### src/rtl/psrc_pkg.sv
// Purpose: Shared constants and types for the pin sleep and reset state control block.
// Assumes: One 20 MHz clock; registers on APB with 32-bit data.
// Notes:   Offsets are byte addresses of aligned words.
package psrc_pkg;

   // Pin and sleep-state register counts.
   localparam int GPIO_COUNT = 128;
   localparam int SST_COUNT  = 4;
   localparam int MEM_PINS   = 4;

   // Timing: figures in ns, counts derived and rounded up.
   localparam int CLK_PERIOD_NS = 50;
   localparam int SYS_TO_PWR_NS = 1000;
   localparam int PWR_TO_REL_NS = 2000;
   localparam int SEQ_CNT_W     = 8;
   localparam int SYS_TO_PWR_CYC = (SYS_TO_PWR_NS + CLK_PERIOD_NS - 1) / CLK_PERIOD_NS;
   localparam int PWR_TO_REL_CYC = (PWR_TO_REL_NS + CLK_PERIOD_NS - 1) / CLK_PERIOD_NS;

   // Register offsets.
   localparam logic [11:0] ADDR_SLEEP_STATUS = 12'h000;
   localparam logic [11:0] ADDR_POWER_CFG    = 12'h004;
   localparam logic [11:0] ADDR_SUB_PIN_CTRL = 12'h008;
   localparam logic [11:0] ADDR_OSC_CFG      = 12'h00c;
   localparam logic [11:0] ADDR_SLEEP_STATE0 = 12'h010;
   localparam logic [11:0] ADDR_SLEEP_STATE3 = 12'h01c;

   // Field positions.
   localparam int SSR_SLEEP_BIT = 0;
   localparam int SSR_DEEP_BIT  = 1;
   localparam int SSR_RDH_BIT   = 4;
   localparam int SSR_PERH_BIT  = 5;
   localparam int PCR_SMF_BIT   = 0;
   localparam int PCR_PCF_BIT   = 1;
   localparam int SUB_A_BIT     = 0;
   localparam int SUB_B_BIT     = 1;
   localparam int OSC_PCE_BIT   = 0;
   localparam int OSC_TCE_BIT   = 1;

   // Reset values.
   localparam logic        HOLD_RESET = 1'b1;
   localparam logic [31:0] SST_RESET  = 32'h0000_0000;

   // Pins taken over by clock outputs and the subscriber enable.
   localparam int PIN_PROG_CLK  = 9;
   localparam int PIN_TIMER_CLK = 10;
   localparam int PIN_SUB_A     = 114;
   localparam int PIN_SUB_B     = 115;

   // Power sequencing states.
   typedef enum logic [1:0] {
      SEQ_SYS,
      SEQ_PWR,
      SEQ_RUN
   } psrc_seq_e;

endpackage

### src/rtl/psrc_sync.sv
// Purpose: Two-flop synchroniser for levels from outside the clock domain.
// Assumes: Asynchronous active-low reset.
// Notes:   The first stage feeds only the second stage.
`timescale 1ns/1ns
module psrc_sync #(
   parameter int          W         = 1,
   parameter logic [0:0]  RESET_VAL = 1'b0
) (
   input  wire logic         ref_clk,
   input  wire logic         rst_n,
   input  wire logic [W-1:0] d,
   output logic      [W-1:0] q
);

   logic [W-1:0] meta_r;

   // Both stages reset to the same constant.
   always_ff @(posedge ref_clk or negedge rst_n) begin
      if (!rst_n) begin
         meta_r <= {W{RESET_VAL}};
         q      <= {W{RESET_VAL}};
      end else begin
         meta_r <= d;
         q      <= meta_r;
      end
   end

endmodule // psrc_sync

### src/rtl/psrc_pin_cell.sv
// Purpose: Registered pad control for one multipurpose pin.
// Assumes: All inputs are on ref_clk.
// Notes:   Priority is power manager, low power, forced function, normal.
`timescale 1ns/1ns
module psrc_pin_cell (
   input  wire logic ref_clk,
   input  wire logic rst_n,
   input  wire logic pm_ovr,
   input  wire logic pm_out,
   input  wire logic pm_oe,
   input  wire logic low_power,
   input  wire logic in_sleep,
   input  wire logic sleep_float,
   input  wire logic hold_val,
   input  wire logic hold_oe,
   input  wire logic read_disable_hold,
   input  wire logic pull_up_def,
   input  wire logic pull_dn_def,
   input  wire logic force_en,
   input  wire logic force_val,
   input  wire logic alt_sel,
   input  wire logic alt_out,
   input  wire logic alt_oe,
   input  wire logic gpio_dir,
   input  wire logic gpio_out,
   output logic      pad_out,
   output logic      pad_oe,
   output logic      pad_ie,
   output logic      pad_pu,
   output logic      pad_pd
);

   logic out_nxt;
   logic oe_nxt;
   logic ie_nxt;
   logic pu_nxt;
   logic pd_nxt;

   // Select the pad drive for the current power state.
   always_comb begin
      out_nxt = 1'b0;
      oe_nxt  = 1'b0;
      ie_nxt  = 1'b0;
      pu_nxt  = 1'b0;
      pd_nxt  = 1'b0;
      if (pm_ovr) begin
         // Pulls drop at once and the hold bits are ignored.
         out_nxt = pm_out;
         oe_nxt  = pm_oe;
         ie_nxt  = ~pm_oe;
      end else if (low_power) begin
         // Sleep and post-wake hold drive the captured sleep value; inputs stay undriven.
         out_nxt = hold_val;
         oe_nxt  = hold_oe & ~(in_sleep & sleep_float);
         pu_nxt  = read_disable_hold & ~hold_oe & pull_up_def;
         pd_nxt  = read_disable_hold & ~hold_oe & pull_dn_def;
         ie_nxt  = ~hold_oe & ~read_disable_hold;
      end else if (force_en) begin
         out_nxt = force_val;
         oe_nxt  = 1'b1;
      end else begin
         out_nxt = alt_sel ? alt_out : gpio_out;
         oe_nxt  = alt_sel ? alt_oe : gpio_dir;
         ie_nxt  = ~oe_nxt & ~read_disable_hold;
         pu_nxt  = ~oe_nxt & read_disable_hold & pull_up_def;
         pd_nxt  = ~oe_nxt & read_disable_hold & pull_dn_def;
      end
   end

   // Pad controls leave straight from flops.
   always_ff @(posedge ref_clk or negedge rst_n) begin
      if (!rst_n) begin
         pad_out <= 1'b0;
         pad_oe  <= 1'b0;
         pad_ie  <= 1'b0;
         pad_pu  <= 1'b0;
         pad_pd  <= 1'b0;
      end else begin
         pad_out <= out_nxt;
         pad_oe  <= oe_nxt;
         pad_ie  <= ie_nxt;
         pad_pu  <= pu_nxt;
         pad_pd  <= pd_nxt;
      end
   end

endmodule // psrc_pin_cell

### src/rtl/psrc_top.sv
// Purpose: Pad state control of multipurpose pins across reset, sleep and deep sleep.
// Assumes: Power manager requests are on ref_clk; reset_pin_n is a raw pin.
// Notes:   Registers on APB, zero wait states.
// Function
// - Reset: inputs, buffers off, pulled; deep sleep acts as sleep.
// - Sleep outputs drive sleep-state value; inputs undriven.
// - Outputs hold after wake until software clears.
// - Wake inputs stay disabled until read hold clears.
// - Static memory float bit floats pins in sleep.
// - PC-card float bit floats pins in sleep.
// - Power manager override ignores holds, drops pulls.
// - Non-GPIO memory pins float in sleep on static float.
// - Power enable rises after system enable.
// - Subscriber bits force enable onto 114, 115.
// - Clock-output bits force clocks onto 9, 10.
// - Timer-active group stops functioning during sleep.
`timescale 1ns/1ns
module psrc_top
   import psrc_pkg::*;
#(
   parameter logic [GPIO_COUNT-1:0] PULL_UP_MASK    = '0,
   parameter logic [GPIO_COUNT-1:0] PULL_DN_MASK    = '0,
   parameter logic [GPIO_COUNT-1:0] STATIC_MEM_MASK = '0,
   parameter logic [GPIO_COUNT-1:0] PC_CARD_MASK    = '0,
   parameter logic [GPIO_COUNT-1:0] TIMER_STOP_MASK = '0
) (
   input  wire logic                  ref_clk,
   input  wire logic                  resetn,
   input  wire logic                  psel,
   input  wire logic                  penable,
   input  wire logic                  pwrite,
   input  wire logic [11:0]           paddr,
   input  wire logic [31:0]           pwdata,
   output logic      [31:0]           prdata,
   output logic                       pready,
   output logic                       pslverr,
   input  wire logic                  reset_pin_n,
   input  wire logic                  sleep_req,
   input  wire logic                  deep_sleep_req,
   input  wire logic                  os_timer_active,
   input  wire logic [GPIO_COUNT-1:0] pm_override,
   input  wire logic [GPIO_COUNT-1:0] pm_out,
   input  wire logic [GPIO_COUNT-1:0] pm_oe,
   input  wire logic [GPIO_COUNT-1:0] gpio_dir,
   input  wire logic [GPIO_COUNT-1:0] gpio_out,
   input  wire logic [GPIO_COUNT-1:0] alt_sel,
   input  wire logic [GPIO_COUNT-1:0] alt_out,
   input  wire logic [GPIO_COUNT-1:0] alt_oe,
   input  wire logic                  prog_clock_out,
   input  wire logic                  timer_clock_out,
   input  wire logic                  subscriber_enable,
   input  wire logic [MEM_PINS-1:0]   mem_ctl_out,
   input  wire logic [MEM_PINS-1:0]   mem_ctl_oe,
   output logic      [GPIO_COUNT-1:0] pad_out,
   output logic      [GPIO_COUNT-1:0] pad_oe,
   output logic      [GPIO_COUNT-1:0] pad_ie,
   output logic      [GPIO_COUNT-1:0] pad_pu,
   output logic      [GPIO_COUNT-1:0] pad_pd,
   output logic      [MEM_PINS-1:0]   mem_pad_out,
   output logic      [MEM_PINS-1:0]   mem_pad_oe,
   output logic                       system_enable_out,
   output logic                       power_enable_out,
   output logic                       internal_resetn_out
);

   // True for any mapped register word.
   function automatic logic addr_hit(input logic [11:0] a);
      addr_hit = (a == ADDR_SLEEP_STATUS) || (a == ADDR_POWER_CFG) ||
                 (a == ADDR_SUB_PIN_CTRL) || (a == ADDR_OSC_CFG) ||
                 ((a >= ADDR_SLEEP_STATE0) && (a <= ADDR_SLEEP_STATE3) && (a[1:0] == 2'b00));
   endfunction

   logic rst_n;
   logic rst_pin_s_n;

   // Reset is released through two flops; the reset pin is synchronised likewise.
   psrc_sync #(.W(1), .RESET_VAL(1'b0)) u_rst_sync (
      .ref_clk (ref_clk),
      .rst_n   (resetn),
      .d       (1'b1),
      .q       (rst_n)
   );
   psrc_sync #(.W(1), .RESET_VAL(1'b0)) u_pin_sync (
      .ref_clk (ref_clk),
      .rst_n   (rst_n),
      .d       (reset_pin_n),
      .q       (rst_pin_s_n)
   );

   // Power sequencing state.
   psrc_seq_e             seq_r, seq_nxt;
   logic [SEQ_CNT_W-1:0]  cnt_r, cnt_nxt;
   logic                  system_enable_out_nxt, power_enable_out_nxt, irst_n_nxt;

   // System enable first, power enable after a gap, then internal reset release.
   always_comb begin
      seq_nxt    = seq_r;
      cnt_nxt    = cnt_r;
      case (seq_r)
         SEQ_SYS: begin
            if (cnt_r == SEQ_CNT_W'(SYS_TO_PWR_CYC - 1)) begin
               seq_nxt = SEQ_PWR;
               cnt_nxt = '0;
            end else begin
               cnt_nxt = cnt_r + 1'b1;
            end
         end
         SEQ_PWR: begin
            // The count starts over while the pin is still held.
            if (!rst_pin_s_n) begin
               cnt_nxt = '0;
            end else if (cnt_r == SEQ_CNT_W'(PWR_TO_REL_CYC - 1)) begin
               seq_nxt = SEQ_RUN;
            end else begin
               cnt_nxt = cnt_r + 1'b1;
            end
         end
         SEQ_RUN: begin
            if (!rst_pin_s_n) begin
               seq_nxt = SEQ_SYS;
               cnt_nxt = '0;
            end
         end
         default: begin
            seq_nxt = SEQ_SYS;
            cnt_nxt = '0;
         end
      endcase
      system_enable_out_nxt = 1'b1;
      power_enable_out_nxt = power_enable_out | (seq_nxt != SEQ_SYS);
      irst_n_nxt = (seq_nxt == SEQ_RUN);
   end

   always_ff @(posedge ref_clk or negedge rst_n) begin
      if (!rst_n) begin
         seq_r               <= SEQ_SYS;
         cnt_r               <= '0;
         system_enable_out   <= 1'b0;
         power_enable_out    <= 1'b0;
         internal_resetn_out <= 1'b0;
      end else begin
         seq_r               <= seq_nxt;
         cnt_r               <= cnt_nxt;
         system_enable_out   <= system_enable_out_nxt;
         power_enable_out    <= power_enable_out_nxt;
         internal_resetn_out <= irst_n_nxt;
      end
   end

   // Register file and hold state.
   logic                  rdh_r, rdh_nxt;
   logic                  perh_r, perh_nxt;
   logic                  smf_r, smf_nxt;
   logic                  pcf_r, pcf_nxt;
   logic                  sub_a_r, sub_a_nxt;
   logic                  sub_b_r, sub_b_nxt;
   logic                  pce_r, pce_nxt;
   logic                  tce_r, tce_nxt;
   logic [31:0]           sst_r [SST_COUNT];
   logic [31:0]           sst_nxt [SST_COUNT];
   logic                  lp_d_r;
   logic [GPIO_COUNT-1:0] hold_val_r, hold_val_nxt;
   logic [GPIO_COUNT-1:0] hold_oe_r, hold_oe_nxt;
   logic [31:0]           prdata_nxt;
   logic                  pready_nxt, pslverr_nxt;
   logic                  low_power, lp_entry, hold_set, wr_en;
   logic [1:0]            sst_idx;

   assign low_power = sleep_req | deep_sleep_req;
   assign lp_entry  = low_power & ~lp_d_r;
   assign hold_set  = lp_entry | (seq_r != SEQ_RUN);
   assign wr_en     = psel & penable & pready & pwrite & ~pslverr;
   assign sst_idx   = paddr[3:2];

   // Bus decode, write effects and hold capture.
   always_comb begin
      rdh_nxt      = rdh_r;
      perh_nxt     = perh_r;
      smf_nxt      = smf_r;
      pcf_nxt      = pcf_r;
      sub_a_nxt    = sub_a_r;
      sub_b_nxt    = sub_b_r;
      pce_nxt      = pce_r;
      tce_nxt      = tce_r;
      sst_nxt      = sst_r;
      hold_val_nxt = hold_val_r;
      hold_oe_nxt  = hold_oe_r;
      prdata_nxt   = prdata;
      pslverr_nxt  = pslverr;
      // Answer in the first access cycle.
      pready_nxt   = psel & ~penable & ~pready;
      if (psel && !penable) begin
         pslverr_nxt = ~addr_hit(paddr);
         prdata_nxt  = 32'h0000_0000;
         case (paddr)
            ADDR_SLEEP_STATUS: begin
               prdata_nxt[SSR_SLEEP_BIT] = sleep_req;
               prdata_nxt[SSR_DEEP_BIT]  = deep_sleep_req;
               prdata_nxt[SSR_RDH_BIT]   = rdh_r;
               prdata_nxt[SSR_PERH_BIT]  = perh_r;
            end
            ADDR_POWER_CFG: begin
               prdata_nxt[PCR_SMF_BIT] = smf_r;
               prdata_nxt[PCR_PCF_BIT] = pcf_r;
            end
            ADDR_SUB_PIN_CTRL: begin
               prdata_nxt[SUB_A_BIT] = sub_a_r;
               prdata_nxt[SUB_B_BIT] = sub_b_r;
            end
            ADDR_OSC_CFG: begin
               prdata_nxt[OSC_PCE_BIT] = pce_r;
               prdata_nxt[OSC_TCE_BIT] = tce_r;
            end
            default: begin
               if (addr_hit(paddr)) begin
                  prdata_nxt = sst_r[sst_idx];
               end
            end
         endcase
      end
      if (wr_en) begin
         case (paddr)
            ADDR_SLEEP_STATUS: begin
               // Writing one clears a hold bit.
               if (pwdata[SSR_RDH_BIT]) begin
                  rdh_nxt = 1'b0;
               end
               if (pwdata[SSR_PERH_BIT]) begin
                  perh_nxt = 1'b0;
               end
            end
            ADDR_POWER_CFG: begin
               smf_nxt = pwdata[PCR_SMF_BIT];
               pcf_nxt = pwdata[PCR_PCF_BIT];
            end
            ADDR_SUB_PIN_CTRL: begin
               sub_a_nxt = pwdata[SUB_A_BIT];
               sub_b_nxt = pwdata[SUB_B_BIT];
            end
            ADDR_OSC_CFG: begin
               pce_nxt = pwdata[OSC_PCE_BIT];
               tce_nxt = pwdata[OSC_TCE_BIT];
            end
            default: begin
               sst_nxt[sst_idx] = pwdata;
            end
         endcase
      end
      // A set in the same cycle as a clear wins.
      if (hold_set) begin
         rdh_nxt  = 1'b1;
         perh_nxt = 1'b1;
      end
      // Sleep entry captures the sleep-state value and the pin direction.
      if (lp_entry) begin
         for (int i = 0; i < SST_COUNT; i++) begin
            hold_val_nxt[i*32 +: 32] = sst_r[i];
         end
         hold_oe_nxt = gpio_dir;
      end
      // Any internal reset leaves every GPIO pin not under power manager override an input.
      if (seq_r != SEQ_RUN) begin
         hold_oe_nxt = '0;
      end
   end

   always_ff @(posedge ref_clk or negedge rst_n) begin
      if (!rst_n) begin
         rdh_r      <= HOLD_RESET;
         perh_r     <= HOLD_RESET;
         smf_r      <= 1'b0;
         pcf_r      <= 1'b0;
         sub_a_r    <= 1'b0;
         sub_b_r    <= 1'b0;
         pce_r      <= 1'b0;
         tce_r      <= 1'b0;
         for (int i = 0; i < SST_COUNT; i++) begin
            sst_r[i] <= SST_RESET;
         end
         lp_d_r     <= 1'b0;
         hold_val_r <= '0;
         hold_oe_r  <= '0;
         prdata     <= 32'h0000_0000;
         pready     <= 1'b0;
         pslverr    <= 1'b0;
      end else begin
         rdh_r      <= rdh_nxt;
         perh_r     <= perh_nxt;
         smf_r      <= smf_nxt;
         pcf_r      <= pcf_nxt;
         sub_a_r    <= sub_a_nxt;
         sub_b_r    <= sub_b_nxt;
         pce_r      <= pce_nxt;
         tce_r      <= tce_nxt;
         sst_r      <= sst_nxt;
         lp_d_r     <= low_power;
         hold_val_r <= hold_val_nxt;
         hold_oe_r  <= hold_oe_nxt;
         prdata     <= prdata_nxt;
         pready     <= pready_nxt;
         pslverr    <= pslverr_nxt;
      end
   end

   // Per-pin float in sleep; the timer group floats in sleep while os_timer_active is high.
   logic [GPIO_COUNT-1:0] sleep_float;
   logic                  clk_ovr, sub_ovr, lp_hold;
   assign sleep_float = ({GPIO_COUNT{smf_r}} & STATIC_MEM_MASK) |
                        ({GPIO_COUNT{pcf_r}} & PC_CARD_MASK) |
                        ({GPIO_COUNT{os_timer_active}} & TIMER_STOP_MASK);
   assign clk_ovr = pce_r | tce_r;
   assign sub_ovr = sub_a_r | sub_b_r;
   assign lp_hold = low_power | perh_r;

   // One registered pad cell per pin, with the forced functions decoded here.
   for (genvar g = 0; g < GPIO_COUNT; g++) begin : g_pin
      logic fen;
      logic fval;
      if (g == PIN_PROG_CLK) begin : g_pclk
         assign fen  = clk_ovr;
         assign fval = prog_clock_out;
      end else if (g == PIN_TIMER_CLK) begin : g_tclk
         assign fen  = clk_ovr;
         assign fval = timer_clock_out;
      end else if (g == PIN_SUB_A || g == PIN_SUB_B) begin : g_sub
         assign fen  = sub_ovr;
         assign fval = subscriber_enable;
      end else begin : g_none
         assign fen  = 1'b0;
         assign fval = 1'b0;
      end
      psrc_pin_cell u_cell (
         .ref_clk     (ref_clk),
         .rst_n       (rst_n),
         .pm_ovr      (pm_override[g]),
         .pm_out      (pm_out[g]),
         .pm_oe       (pm_oe[g]),
         .low_power   (lp_hold),
         .in_sleep    (low_power),
         .sleep_float (sleep_float[g]),
         .hold_val    (hold_val_nxt[g]),
         .hold_oe     (hold_oe_nxt[g]),
         .read_disable_hold         (rdh_r),
         .pull_up_def (PULL_UP_MASK[g]),
         .pull_dn_def (PULL_DN_MASK[g]),
         .force_en    (fen),
         .force_val   (fval),
         .alt_sel     (alt_sel[g]),
         .alt_out     (alt_out[g]),
         .alt_oe      (alt_oe[g]),
         .gpio_dir    (gpio_dir[g]),
         .gpio_out    (gpio_out[g]),
         .pad_out     (pad_out[g]),
         .pad_oe      (pad_oe[g]),
         .pad_ie      (pad_ie[g]),
         .pad_pu      (pad_pu[g]),
         .pad_pd      (pad_pd[g])
      );
   end

   // Non-GPIO memory control pins: only the static float bit stops their drive in sleep.
   logic [MEM_PINS-1:0] mem_oe_nxt;
   assign mem_oe_nxt = mem_ctl_oe & ~{MEM_PINS{low_power & smf_r}};

   always_ff @(posedge ref_clk or negedge rst_n) begin
      if (!rst_n) begin
         mem_pad_out <= '0;
         mem_pad_oe  <= '0;
      end else begin
         mem_pad_out <= mem_ctl_out;
         mem_pad_oe  <= mem_oe_nxt;
      end
   end

endmodule // psrc_top

### config.mk
export PLATFORM = sky130hd
export DESIGN_NAME = psrc_top
export DESIGN_NICKNAME = d
export VERILOG_FILES = /design/src/rtl/psrc_pkg.sv /design/src/rtl/psrc_sync.sv /design/src/rtl/psrc_pin_cell.sv /design/src/rtl/psrc_top.sv
export SDC_FILE = /design/constraint.sdc
export NUM_CORES = 2
export LEC_CHECK = 0
export BUFFER_PORTS_ARGS = -buffer_cell sky130_fd_sc_hd__clkbuf_2
export CAP_MARGIN = 20
export CORE_AREA = 2 2 683 685
export DETAILED_ROUTE_END_ITERATION = 10
export DIE_AREA = 0 0 685 687
export HOLD_SLACK_MARGIN = 0.03
export PLACE_DENSITY_LB_ADDON = 0.25
export SYNTH_ARGS = -nofsm -noshare
export SYNTH_HDL_FRONTEND = slang
export SYNTH_SLANG_ARGS = --single-unit
export TNS_END_PERCENT = 30
### constraint.sdc
create_clock -name ref_clk -period 37.1 [get_ports ref_clk]
set_clock_uncertainty 0.05 [all_clocks]
set_input_delay 11.13 -clock ref_clk [delete_from_list [all_inputs] [get_ports ref_clk]]
set_output_delay 11.13 -clock ref_clk [all_outputs]
set_load 0.005 [all_outputs]
==> flow_summary.yaml <==
run_status:
  status: "completed"
cts:
  cts-root-buf: "clkbuf_16"
  cts_tree: "done"
  clk_pin_slew_ps: 70
  cts_resized: 0
  cts_buffer_depth: 4
  clock_latency_ps: 880
  cts_hold_buf: 0
  clock-sinks: 836
  cts_setup_buffers: 0
  h-tree-depth: 3
  cts_buffers: 123
timing:
  fmax_mhz: 70.0
  setup_violations: 0
  report.final.slew_viol_count: 0
  finalHoldViolations: 0
  fin_crit_ps: 14290
  relSlewSlack_pct: 17.7
  setup_tns_ps: 0
  period_share_pct: 38.5
  rsz0062_at_grt: "false"
  worstMarginPinSlew_ps: 1230
critical_path:
  start_kind: "input pin"
  cp.required_ps: 37840
  setup.worst_path.end_class: "flop"
  worst-path-max-fanout: 33
  critical_path_class: "input pin to flop"
  worstPathArrival_ps: 15030
yosys:
  synth_fa_ha_area_share_pct: 0.0284
  synthCells: 4081
  synth.avg_cell_area_um2: 10.8
  yosysWarnings: 0
  yosys.area_share.simple_pct: 7.28
  synth.yosys.seq_area_share_pct: 47.6
  synth_edf_count: 0
  synth_cell_types: 56
  ys_ff_latch: 836
  ys.flop_type: "dfrtp_1"
  synth_top_family_by_area: "multiplexers"
  muxShareOfSynthArea_pct: 17.6
  synth_xor_area_share_pct: 0
  postSynth.asyncResetShare_pct: 100
  synth_compound_area_share_pct: 14.2
  syn_area_um2: 44000
place:
  place_hpwl_um: 284000
  portBuffers: 1515
  place.gp.congestion: 0.902
power_and_ir_drop:
  leakage_nw: 28.2
  p_per_area_nw_per_um2: 41.4
  peakVddDrop_mv: 0.0405
  p_total_mw: 2.47
floorplan:
  io_pins: 1773
  fp.coreArea_um2: 463000
  rows: 250
  die_width_um: 685
  start_util_pct: 9.51
  floorplan.die_area_um2: 471000
  dieHeight_um: 687
global_route:
  grt_max_degree: 150
  gr-usage-all-layers_pct: 13.8
  grt_pass1_vias: 37700
  grt-ovfl-total: 0
  antenna_found_initial: 275
  grt_pass1_wl_um: 421000
cells_and_area:
  layout_common_cells: "clkbuf_2 (1513), dfrtp_1 (832), nand2_1 (515), mux2_2 (384), mux2i_1 (265)"
  area_growth_pct: 35.3
  layout_commonest_cell: "clkbuf_2"
  drive_gt1_share_pct: 42.1
  nets: 6262
detailed_routing:
  routedWlPerCell_um: 29.3
  drc_errors: 0
  firstDrtPassIters: 5
  postRouteAntennaNets: 0
  drtIter0Drc: 2630
  vias_per_cell: 3.29
  finalWirelength_um: 337000
  dr_total_vias: 37890
job:
  cap_violations: 0
worst_hold_path:
  hp-class: "flop to async pin"
## per-layer routing
metal	global-route usage, %	wire, um	up-vias	part of all wire (%)
li1	-	-	16076	-
met1	15.7	130000	19093	39
met2	25.0	170000	2017	51
met3	4.49	27500	612	8.2
met4	2.57	8560	92	2.5
met5	0	612	-	0.18
## path summary, 6_finish.rpt
path	startpoint	endpoint	slack (ps)	depth (start not counted)
setup / recovery	deep_sleep_req	g_pin[46].u_cell.pad_oe$_DFF_PN0_	22810	7
hold reg to reg	u_rst_sync.q$_DFF_PN0_	hold_oe_r[75]$_DFF_PN0_	290	0
min in group ref_clk	u_rst_sync.meta_r$_DFF_PN0_	u_rst_sync.q$_DFF_PN0_	300	0
hold / removal	u_rst_sync.q$_DFF_PN0_	hold_oe_r[75]$_DFF_PN0_	290	0
max in group asynchronous	resetn	u_rst_sync.q$_DFF_PN0_	26850	1
setup reg to reg	seq_r[1]$_DFF_PN0_	g_pin[46].u_cell.pad_oe$_DFF_PN0_	32130	8
## worst max-delay path: stages
cell and delay (ps):
clkbuf_2 330, nor4b_4 910, buf_4 570, buf_4 590, a32oi_1 100, a22oi_1 950
mux2_2 320
## state kept, by name (all words and copies together), names as in the netlist, 2 cells and up
register              cells
hold_oe_r               128
prdata                   32
hold_val_r              128
mem_pad_oe                4
g_pin.u_cell.pad_oe     128
seq_r                     2
sst_r                   128
mem_pad_out               4
g_pin.u_cell.pad_out    128
cnt_r                     8
g_pin.u_cell.pad_ie     128
## area by class of cell
class                           count  area [um2]
Multi-Input combinational cell   2619       18300
Clock buffer                      174        3530
Fill cell                       52763      403000
Inverter                            9        33.8
Timing Repair Buffer             1584        8170
Sequential cell                   836       20900
Clock inverter                     48         701
Antenna cell                       56         140
Tap cell                         6174        7720
## report_power, final
part	total [mW]	switching (mW)	internal (mW)
logic	0.256	0.162	0.0944
registers	0.946	0.0108	0.935
clock network	1.26	0.506	0.757
## synthesized netlist by cell type (all sizes together), types with 30 or more instances
| cell type | count | share of area [%] |
|---|---|---|
| a22o | 32 | 0.64 |
| clkbuf | 133 | 1.1 |
| dfrtp | 834 | 47 |
| nand2b | 131 | 1.9 |
| o21ai | 140 | 1.6 |
| a31oi | 132 | 1.9 |
| buf | 740 | 12 |
| nand2 | 515 | 4.4 |
| a21oi | 258 | 2.9 |
| mux2i | 265 | 6.0 |
| a22oi | 124 | 2.1 |
| a32oi | 124 | 2.5 |
| o31ai | 124 | 2.1 |
| mux2 | 392 | 10 |
| mux4 | 30 | 1.5 |
## per-stage QoR
step | std cells | util (%) | area [um2] | hold slack (ps) | setup WS [ps]
6_report | 11500 | 12.9 | 59500 | 288 | 22810
2_1_floorplan | 4337 | - | 44900 | 281 | 12030
3_5_place_dp | 11222 | 11.9 | 55100 | 289 | 21770
5_1_grt | 11458 | 12.8 | 59400 | 309 | 22770
4_1_cts | 11444 | 12.8 | 59400 | 302 | 22740
3_3_place_gp | 11221 | 11.9 | 55100 | 288 | 21810
## logic make-up after synthesis
| group | after synthesis |
|---|---|
| muxes | 687 |
| adders and majority gates | 1 |
| AOI/OAI and AO/OA | 961 |
| and+or+nand+nor | 712 |
| other | 2 |
| buffers and inverters | 882 |
| DFF | 836 |
No activity file was read; power rests on OpenSTA's default activity.
